<file path="config.mk">
export PLATFORM = sky130hd
export DESIGN_NAME = power_environment_warning_encoder
export DESIGN_NICKNAME = d
export VERILOG_FILES = /design/src/verilog/warn_pkg.sv /design/src/verilog/sync_bits.sv /design/src/verilog/action_encoder.sv /design/src/verilog/power_environment_warning_encoder.sv
export SDC_FILE = /design/constraint.sdc
export NUM_CORES = 1
export LEC_CHECK = 0
export BUFFER_PORTS_ARGS = -buffer_cell sky130_fd_sc_hd__buf_2
export CAP_MARGIN = 20
export CORE_ASPECT_RATIO = 0.8
export CORE_MARGIN = 2
export CORE_UTILIZATION = 40
export CTS_CLUSTER_SIZE = 40
export DETAILED_ROUTE_END_ITERATION = 6
export GPL_ROUTABILITY_DRIVEN = 0
export PLACE_DENSITY = 0.68
export SLEW_MARGIN = 40
export SYNTH_ARGS = -nofsm -noshare
export SYNTH_HDL_FRONTEND = slang
export SYNTH_SLANG_ARGS = --single-unit
</file>
<file path="constraint.sdc">
create_clock -name clk -period 1.6 [get_ports clk]
set_input_delay 0.16 -clock clk [delete_from_list [all_inputs] [get_ports clk]]
set_output_delay 0.16 -clock clk [all_outputs]
set_load 0.02 [all_outputs]
</file>
<file path="src/verilog/warn_pkg.sv">
// shared constants and carrier types for the warning encoder
`default_nettype none
package warn_pkg;
	// ----------------------------------------------------------------
	// action code field
	// ----------------------------------------------------------------
	localparam int CODE_W = 4;               // action code width
	localparam int SENSOR_W = 32;            // sensor word width
	localparam logic [3:0] CODE_NONE = 4'h0;     // nothing pending
	localparam logic [3:0] CODE_COOLING = 4'h1;  // cooling warning
	localparam logic [3:0] CODE_POWER = 4'h2;    // power warning
	localparam logic [3:0] CODE_SHUTDOWN = 4'h3; // orderly shutdown
	localparam logic [3:0] CODE_HALT = 4'h4;     // quick halt
	localparam logic [3:0] CODE_MAYLOSE = 4'h5;  // possible power loss
	localparam logic [3:0] CODE_WILLLOSE = 4'h7; // certain power loss
	localparam int CODE_LSB = 0;             // field position in sensor
	localparam logic [7:0] SUPPORT_ALL = 8'hbf;  // codes 0-5 and 7

	// ----------------------------------------------------------------
	// timing
	// ----------------------------------------------------------------
	localparam int CLK_KHZ = 10000;          // 10 MHz system clock
	localparam int HOLD_TIME_MS = 4;         // least power left after loss
	localparam int HOLD_CYCLES = HOLD_TIME_MS * CLK_KHZ; // rounds exact
	localparam int CNT_W = 16;               // hold counter width
	localparam int NUM_WARN = 6;             // warning inputs

	// ----------------------------------------------------------------
	// carriers
	// ----------------------------------------------------------------
	typedef struct packed {
		logic certainLoss;   // supply will drop
		logic possibleLoss;  // supply may drop
		logic halt;          // quick halt needed
		logic shutdown;      // orderly shutdown needed
		logic power;         // non-critical power problem
		logic cooling;       // non-critical cooling problem
	} warn_t;

	typedef struct packed {
		logic [SENSOR_W-CODE_W-1:0] zero; // always reads zero
		logic [CODE_W-1:0]          code; // current action code
	} sensor_t;

	localparam warn_t WARN_NONE = '0;     // idle warning set
	localparam sensor_t SENSOR_RST = '0;  // sensor after reset
endpackage : warn_pkg
`default_nettype wire

</file>
<file path="src/verilog/sync_bits.sv">
// two-stage synchroniser, one per bit
`timescale 1ns/1ps
`default_nettype none
module sync_bits #(
	parameter int W = 1                    // number of bits
) (
	input  wire logic         clk,         // system clock
	input  wire logic         rstn,        // synced reset, active low
	input  wire logic         ce,          // clock enable
	input  wire logic [W-1:0] din,         // asynchronous inputs
	output logic      [W-1:0] dout         // synchronised outputs
);
	// ----------------------------------------------------------------
	// per-bit double flop
	// ----------------------------------------------------------------
	genvar i;
	generate
		for (i = 0; i < W; i++) begin : g_bit
			logic meta_q;   // first stage, read by stage two and by its own hold mux
			logic stab_q;   // second stage
			logic meta_d;   // next first stage
			logic stab_d;   // next second stage
			// freeze both stages while ce is low
			always_comb begin
				meta_d = ce ? din[i] : meta_q;
				stab_d = ce ? meta_q : stab_q;
			end
			always_ff @(posedge clk or negedge rstn) begin
				if (!rstn) begin
					meta_q <= 1'b0;
					stab_q <= 1'b0;
				end else begin
					meta_q <= meta_d;
					stab_q <= stab_d;
				end
			end
			assign dout[i] = stab_q;
		end
	endgenerate
endmodule : sync_bits
`default_nettype wire

</file>
<file path="src/verilog/action_encoder.sv">
// priority encoder from warning set to action code
`timescale 1ns/1ps
`default_nettype none
module action_encoder
	import warn_pkg::*;
#(
	parameter logic [7:0] SUPPORTED = SUPPORT_ALL // implemented codes
) (
	input  wire warn_t             warn,  // pending conditions
	input  wire logic              lossHeld, // latched possible loss
	output logic      [CODE_W-1:0] code   // highest supported code
);
	// ----------------------------------------------------------------
	// highest first, unsupported codes simply never win
	// ----------------------------------------------------------------
	always_comb begin
		code = CODE_NONE;
		if (warn.certainLoss && SUPPORTED[7]) begin
			code = CODE_WILLLOSE;
		end else if ((warn.possibleLoss || lossHeld) && SUPPORTED[5]) begin
			code = CODE_MAYLOSE;
		end else if (warn.halt && SUPPORTED[4]) begin
			code = CODE_HALT;
		end else if (warn.shutdown && SUPPORTED[3]) begin
			code = CODE_SHUTDOWN;
		end else if (warn.power && SUPPORTED[2]) begin
			code = CODE_POWER;
		end else if (warn.cooling && SUPPORTED[1]) begin
			code = CODE_COOLING;
		end
	end
endmodule : action_encoder
`default_nettype wire

</file>
<file path="src/verilog/power_environment_warning_encoder.sv">
// warning encoder top: sensor value, warning interrupt, supply hold
// What the document requires of this block and of software
// provide a sensor readable by runtime firmware
// action code sits in low four bits
// present the highest pending action code
// subset allowed; supported codes behave exactly
// codes: 0 none,1 cool,2 power,3 shutdown,4 halt
// possible loss is 5, certain loss 7
// keep power four milliseconds after loss warning
// hold code 5 until power is safe
// signal power loss codes by interrupt
// never lose interrupt to a later higher event
// defer new interrupt until current one reset
// ignore resets until all events are reported
// software enables interrupt and reads sensor
// software masks and polls on code 5
// software re-reads every 50 ms, resumes
// software leaves code 7 interrupt uncleared
// software schedules shutdown for codes 3, 4
// never present 6, above 7, or upper bits
// no warning means code 0, interrupt low
`timescale 1ns/1ps
`default_nettype none
module power_environment_warning_encoder
	import warn_pkg::*;
#(
	parameter logic [7:0] SUPPORTED = SUPPORT_ALL, // implemented codes
	parameter int         HOLD_CYC  = HOLD_CYCLES  // supply hold cycles
) (
	input  wire logic    clk,          // 10 MHz system clock
	input  wire logic    rstn,         // async reset, active low
	input  wire logic    ce,           // clock enable, freezes state
	input  wire warn_t   warnPins,     // monitor pins, asynchronous
	input  wire logic    powerSafe,    // supply in safe range, async
	input  wire logic    sensorRead,   // firmware sensor read pulse
	input  wire logic    intReset,     // firmware interrupt reset pulse
	input  wire logic    intMask,      // interrupt mask level
	output sensor_t      sensor_q,     // sensor value
	output logic         warnIrq_q,    // warning interrupt, high active
	output logic         supplyHold_q  // keep supply up, high active
);
	// ----------------------------------------------------------------
	// reset release
	// ----------------------------------------------------------------
	logic rstnMeta_q;   // first reset stage
	logic rstnSync_q;   // released reset used everywhere else

	// release through two flops so every flop leaves reset together
	always_ff @(posedge clk or negedge rstn) begin
		if (!rstn) begin
			rstnMeta_q <= 1'b0;
			rstnSync_q <= 1'b0;
		end else begin
			rstnMeta_q <= 1'b1;
			rstnSync_q <= rstnMeta_q;
		end
	end

	// ----------------------------------------------------------------
	// pin synchronisers
	// ----------------------------------------------------------------
	warn_t warnSync;    // synchronised warning set
	logic  safeSync;    // synchronised safe-power level

	sync_bits #(
		.W    (NUM_WARN + 1)
	) u_sync (
		.clk  (clk),
		.rstn (rstnSync_q),
		.ce   (ce),
		.din  ({powerSafe, warnPins}),
		.dout ({safeSync, warnSync})
	);

	// ----------------------------------------------------------------
	// code selection and possible-loss latch
	// ----------------------------------------------------------------
	logic              lossHeld_q;  // possible loss seen, not yet safe
	logic              lossHeld_d;  // next latch value
	logic [CODE_W-1:0] codeNext;    // encoder output
	sensor_t           sensor_d;    // next sensor value

	action_encoder #(
		.SUPPORTED (SUPPORTED)
	) u_enc (
		.warn      (warnSync),
		.lossHeld  (lossHeld_q),
		.code      (codeNext)
	);

	// the latch lets a brief dip keep code 5 up until power is safe
	always_comb begin
		lossHeld_d = lossHeld_q;
		sensor_d   = sensor_q;
		if (ce) begin
			if (warnSync.possibleLoss && SUPPORTED[5]) begin
				lossHeld_d = 1'b1;
			end else if (safeSync) begin
				lossHeld_d = 1'b0;
			end
			sensor_d.zero = '0;
			sensor_d.code = codeNext;
		end
	end

	always_ff @(posedge clk or negedge rstnSync_q) begin
		if (!rstnSync_q) begin
			lossHeld_q <= 1'b0;
			sensor_q   <= SENSOR_RST;
		end else begin
			lossHeld_q <= lossHeld_d;
			sensor_q   <= sensor_d;
		end
	end

	// ----------------------------------------------------------------
	// interrupt tracking
	// ----------------------------------------------------------------
	typedef enum logic {
		IRQ_IDLE = 1'b0,    // nothing unreported
		IRQ_PEND = 1'b1     // interrupt raised, awaiting reset
	} irq_state_t;

	irq_state_t        irq_q;       // interrupt state
	irq_state_t        irq_d;       // next interrupt state
	logic [CODE_W-1:0] readCode_q;  // code firmware last read
	logic [CODE_W-1:0] readCode_d;  // next read snapshot
	logic [CODE_W-1:0] acked_q;     // code already answered
	logic [CODE_W-1:0] acked_d;     // next answered code
	logic              warnIrq_d;   // next interrupt pin
	logic [CODE_W-1:0] curCode;     // code now presented

	assign curCode = sensor_q.code;

	// a reset is refused while the code is above the snapshot, so an
	// event landing between read and reset still keeps the line up
	always_comb begin
		irq_d      = irq_q;
		readCode_d = readCode_q;
		acked_d    = acked_q;
		warnIrq_d  = warnIrq_q;
		if (ce) begin
			if (sensorRead) begin
				readCode_d = curCode;
			end
			if (curCode == CODE_NONE) begin
				irq_d   = IRQ_IDLE;
				acked_d = CODE_NONE;
			end else begin
				// falling codes re-arm so a later rise interrupts again
				if (curCode < acked_q) begin
					acked_d = curCode;
				end
				unique case (irq_q)
					IRQ_IDLE: begin
						if (curCode > acked_q) begin
							irq_d = IRQ_PEND;
						end
					end
					IRQ_PEND: begin
						// no new raise while pending: one line only
						if (intReset && curCode <= readCode_q) begin
							irq_d   = IRQ_IDLE;
							acked_d = readCode_q;
						end
					end
				endcase
			end
			warnIrq_d = (irq_d == IRQ_PEND) && !intMask;
		end
	end

	always_ff @(posedge clk or negedge rstnSync_q) begin
		if (!rstnSync_q) begin
			irq_q      <= IRQ_IDLE;
			readCode_q <= CODE_NONE;
			acked_q    <= CODE_NONE;
			warnIrq_q  <= 1'b0;
		end else begin
			irq_q      <= irq_d;
			readCode_q <= readCode_d;
			acked_q    <= acked_d;
			warnIrq_q  <= warnIrq_d;
		end
	end

	// ----------------------------------------------------------------
	// supply hold after a loss warning
	// ----------------------------------------------------------------
	typedef enum logic [1:0] {
		HOLD_IDLE = 2'b00,  // no loss warning
		HOLD_RUN  = 2'b01,  // holding supply up
		HOLD_DONE = 2'b10   // hold served, waiting for recovery
	} hold_state_t;

	hold_state_t      hold_q;     // hold state
	hold_state_t      hold_d;     // next hold state
	logic [CNT_W-1:0] holdCnt_q;  // cycles held so far
	logic [CNT_W-1:0] holdCnt_d;  // next count
	logic             supplyHold_d; // next hold output
	logic             lossCode;   // code 5 or 7 presented

	assign lossCode = (curCode == CODE_MAYLOSE) ||
		(curCode == CODE_WILLLOSE);

	// hardware, not software, guards the 4 ms window
	always_comb begin
		hold_d       = hold_q;
		holdCnt_d    = holdCnt_q;
		supplyHold_d = supplyHold_q;
		if (ce) begin
			unique case (hold_q)
				HOLD_IDLE: begin
					holdCnt_d = '0;
					if (lossCode) begin
						hold_d = HOLD_RUN;
					end
				end
				HOLD_RUN: begin
					if (holdCnt_q == CNT_W'(HOLD_CYC - 1)) begin
						hold_d = HOLD_DONE;
					end else begin
						holdCnt_d = holdCnt_q + 1'b1;
					end
				end
				HOLD_DONE: begin
					if (!lossCode) begin
						hold_d = HOLD_IDLE;
					end
				end
				default: begin
					hold_d = HOLD_IDLE;
				end
			endcase
			supplyHold_d = (hold_d == HOLD_RUN);
		end
	end

	always_ff @(posedge clk or negedge rstnSync_q) begin
		if (!rstnSync_q) begin
			hold_q       <= HOLD_IDLE;
			holdCnt_q    <= '0;
			supplyHold_q <= 1'b0;
		end else begin
			hold_q       <= hold_d;
			holdCnt_q    <= holdCnt_d;
			supplyHold_q <= supplyHold_d;
		end
	end
endmodule : power_environment_warning_encoder
`default_nettype wire

</file>
==> Word-level counts from Yosys, hierarchy flattened <==
Index checks and enable logic that the tools add are counted.
{ "totals": {"ff_bits": 50, "latch_bits": 0, "mem_bits_rw": 0, "rom_bits": 0, "inputBits": 13, "out_inout_bits": 34, "wordCells": 73, "memories": 0} }
{ "op_classes": {"addsub": 1, "n_mul": 0, "div_mod_pow": 0, "order_cmp": 3, "eq_ne": 7, "n_shift": 0, "muxes": 24, "bitwise_logic": 1, "n_reduce_logical": 12} }
{ "ops": {"columns": ["operator", "count"], "rows": [
  ["2-to-1 mux 4 bit", 9],
  ["one-hot mux 16 bit (2 select lines)", 1],
  ["adder 16 x 1 -> 16 bit (second input constant)", 1],
  ["== test 16 bit (second input constant)", 1],
  ["2-to-1 mux 16 bit", 1],
  ["== test 4 x 3 -> 1 bit (second input constant)", 2],
  ["2-to-1 mux 2 bit", 4],
  ["2-to-1 mux 1 bit", 7],
  ["one-hot mux 2 bit (3 select lines)", 1],
  ["== test 2 x 1 -> 1 bit (second input constant)", 2],
  ["> comparator 4 bit", 1],
  ["less-or-equal comparator 4 bit", 1],
  ["zero test 4 bit", 1],
  ["less-than comparator 4 bit", 1],
  ["AND reduction 2 bit", 2],
  ["nonzero test 2 bit", 2],
  ["AND reduction 3 bit", 1],
  ["== test 2 bit (second input constant)", 1],
  ["logical AND 1 bit", 2],
  ["zero test 2 bit", 1],
  ["logical OR 1 bit", 2],
  ["!= test 2 bit (second input constant)", 1],
  ["one-hot mux 1 bit (2 select lines)", 1],
  ["zero test 1 bit", 1],
  ["inverter 1 bit", 1]
]} }

==> Depth between registers and ports, before layout <==
{ "depth": {"depth_word": 7, "mapped_depth": 7} }

==> Modules after synthesis <==
Synthesis repeated with hierarchy kept, for this count alone.
{ "unflattened": {"cells_unflattened": 270, "area_unflattened_um2": 2851.5} }
{ "by_module_without_submodules": {"columns": ["module", "instances", "cells_each", "area_each_um2", "seq_area_each_um2"], "rows": [
  ["power_environment_warning_encoder", 1, 224, 2219.6, 900.9],
  ["sync_bits", 1, 36, 571.8, 350.3],
  ["action_encoder", 1, 10, 60.1, 0.0]
]} }

==> Least setup slack after synthesis <==
No wires, ideal clock.
{ "synth_timing": {"path_kind": "reg2reg", "start": "register holdCnt_q[8]", "end": "register holdCnt_q[0]", "setup_time_ps": 127, "arrival_time_ps": 1845, "setup_slack_ps": -372, "stages_incl_launch_ff": 6, "n_path_buf": 1, "synth_period_minus_slack_ps": 1972, "path_cell_list": "dfrtp_1 buf_6 or4b_1 or4_4 nand2b_2 mux2_1"} }
{ "synth_between": {"elab_chain_len": 3} }
{ "synth_lines": {"columns": ["item", "line", "text"], "rows": [
  ["start, declared", "power_environment_warning_encoder.sv:198", "logic [CNT_W-1:0] holdCnt_q;"],
  ["start signal, assigned", "power_environment_warning_encoder.sv:246", "holdCnt_q <= holdCnt_d;"],
  ["== test 16 bit", "power_environment_warning_encoder.sv:220", "if (holdCnt_q == CNT_W'(HOLD_CYC - 1)) begin"],
  ["!= test 2 bit (no source line)", null, null],
  ["AND reduction 3 bit (no source line)", null, null]
]} }
Every way passes these cells.
A chain may end at the register's enable or synchronous reset.

==> Worst setup path after layout <==
{ "layout_timing": {"start": "register holdCnt_q[1]", "end": "register holdCnt_q[0]"} }
Same word-level chain as after synthesis.

==> qor.yml <==
clock_network:
  cts.path.max_buffers: 2
  cts_tree: "done"
  clk_pin_slew_ns: 0.10
  clk_latency_ns: 0.30
  cts_sinks: 48
  h-tree-depth: 2
  root_buffer: "clkbuf_8"
  cts_buffers: 5
synthesis:
  synth-seq-cells: 48
  synth_edf_count: 0
  yosys.area.top_type_share: 0.454
  ys_seq_area_frac: 0.454
  synth_area_um2: 2640
  ys.flop_type: "dfrtp_1"
  synthesis.instances: 263
  yosysWarnings: 0
  async_flop_share: 1.00
  synth.largest_area_cell: "dfrtp_1"
  netlist_top_cells_area: "dfrtp_1 (45%), buf_4 (8.2%), mux2_2 (6.4%)"
  synth.distinct_cells: 59
  synth_common_cells: "dfrtp_1 (48), buf_4 (29), nand2_1 (19), nor2_1 (17), a21oi_1 (16)"
  yosys.cell_count.top_type: "dfrtp_1"
  syn_area_per_cell_um2: 10.1
route:
  wl_um: 5980
  vias: 2094
  dr.pass1.iters: 4
  vias_per_cell: 5.02
  drt_iter0_drc: 109
  drcViolationCount: 0
  ant_nets: 0
  routedWlPerCell_um: 14.3
timing:
  period_minus_slack_ns: 1.92
  final_hold_viol_count: 0
  finClkSkew_ns: 0.0110
  layout_setup_ws_ns: -0.322
  rsz0062_at_grt: "yes"
  setup_viol: 23
  max_freq_ghz: 0.520
  final-max-slew-violation-count: 0
  tightestPinTransition_ns: 0.523
  fin_crit_sh: 1.20
  max_slew_margin: 0.650
final_layout:
  final_area_um2: 3560
  fin_cells: 417
  area_delta_synth_final_pct: 34.5
  nets: 352
  diodes: 0
  final_layout_size_suffix_gt1_frac: 0.438
floorplanning:
  io_pins: 47
  initial_core_util: 0.415
  dieWidth_um: 94.9
  die_h_um: 76.7
  core_area_um2: 6380
  rows: 26
  die-area_um2: 7280
power_and_ir_drop:
  power-per-cell-area_nw_per_um2: 1370
  peakVddDrop_mv: 0.753
  p_leak_nw: 1.61
global_routing:
  grt_pass1_wl_um: 9720
  grt_pass1_vias: 2080
  grt_max_degree: 38
  antenna_found_initial: 0
  grt-ovfl-total: 0
  grt_usage: 0.169
critical_path:
  start_kind: "flop"
  crit_path_max_fanout: 5
  arrival_ns: 2.11
  rrSetupSlack_ns: -0.32
  crit_required_ns: 1.78
  critPathCaptureType: "flop"
  worst-setup-path-type: "flop to flop"
min_path:
  hp-class: "input port to flop"
placement:
  dpl_cell_area_um2: 3110
  dp_cells: 397
  io_buffers: 17
  dp.final_hpwl_um: 4100
run:
  cap_violations: 0
run_status:
  violations: "negative setup slack"
  status: "finished with violations"
-- routing by layer --
layer	routed length (um)	GRT usage
met5	0	0
met4	92	0.0507
met3	212	0.0383
met2	3060	0.267
met1	2610	0.231
-- path summary, 6_finish.rpt --
check,start,to,depth (start not counted)
min in group asynchronous,rstn,rstnSync_q$_DFF_PN0_,2
worst min-delay path,intMask,warnIrq_q$_DFFE_PN0P_,2
max in group asynchronous,rstnSync_q$_DFF_PN0_,curCode[2]$_DFFE_PN0P_,1
worst min register to register,rstnSync_q$_DFF_PN0_,holdCnt_q[1]$_DFFE_PN0P_,0
worst max-delay path,holdCnt_q[1]$_DFFE_PN0P_,holdCnt_q[0]$_DFFE_PN0P_,5
worst max register to register,holdCnt_q[1]$_DFFE_PN0P_,holdCnt_q[0]$_DFFE_PN0P_,5
-- kinds of logic after synthesis --
logic type	Yosys count	synth area share
flops	48	0.454
simple gates	80	0.170
other cells	2	0.00284
buf+inv	49	0.115
xor+xnor	5	0.0166
fa+ha+maj	7	0.0331
compound gates	53	0.127
mux	19	0.0814
-- state kept, by name, summed over array words and instances, names as in the netlist --
signal and cells:
acked_q 4, u_sync.g_bit.stab_q 7, readCode_q 3, hold_q 2
u_sync.g_bit.meta_q 7, irq_q 1, supplyHold_q 1, warnIrq_q 1
holdCnt_q 16, curCode 3, rstnMeta_q 1, rstnSync_q 1
lossHeld_q 1
-- worst max-delay path, stage by stage, from the launching register on --
cell and delay (ns):
dfrtp_1 0.42, ha_4 0.16, nand4_1 0.16, or4_4 0.64, nand2b_4 0.11, mux2_4 0.30
-- where the power goes --
| group | leakage [nW] | internal (mW) | total [mW] | switching, mW |
|---|---|---|---|---|
| combinational | 1.01 | 1.23 | 2.37 | 1.14 |
| clock | 0.0516 | 0.354 | 0.776 | 0.421 |
| sequential | 0.553 | 1.46 | 1.71 | 0.248 |
| total | 1.61 | 3.05 | 4.86 | 1.81 |
-- area by class of cell --
class / instances / area [um^2]
Clock buffer: 6 / 82.6
Clock inverter: 2 / 13.8
Timing Repair Buffer: 73 / 554
Multi-Input combinational cell: 194 / 1560
Tap cell: 84 / 105
Inverter: 10 / 37.5
Fill cell: 528 / 2820
Sequential cell: 48 / 1210
-- cell usage in the layout (no fill, tap or decap), types with 3 or more instances in the layout --
cell type   n
o21ai_0     7
buf_2      17
clkbuf_8    6
a21oi_2     8
buf_6       9
inv_1       8
ha_4        4
o31ai_4     3
buf_4      45
conb_1     30
nor3_4      4
mux2_2     15
a21oi_1     8
nand4_1     5
a31oi_1     3
nand2_1    18
dfrtp_1    44
nand3_1     4
dfrtp_2     4
nor2_1     16
o21ai_1     5
ha_1        3
-- timing repair --
item | 4_1_cts | 5_1_grt
endpoints found under the hold margin | 2 | 0
setup buffers | 7 | 6
hold buffers | 1 | 0
pin swaps | 16 | 7
gates resized for setup | 28 | 24
endpoints found under the setup margin | 24 | 24
-- metrics by stage --
stage / setup WS (ns) / hold WS [ns] / util / TNS (ns) / power, mW
final: -0.322 / 0.0578 / 0.558 / -3.51 / 4.86
after global placement: -0.284 / -0.0566 / 0.488 / -2.45 / 3.35
after CTS: -0.299 / 0.0539 / 0.533 / -2.70 / 4.50
after floorplan: -0.365 / -0.136 / - / -1.92 / 2.82
after detailed placement: -0.319 / -0.0504 / 0.488 / -2.96 / 3.43
after global routing: -0.405 / 0.0499 / 0.558 / -5.44 / 5.17
Power figures use the tool's default switching activity.
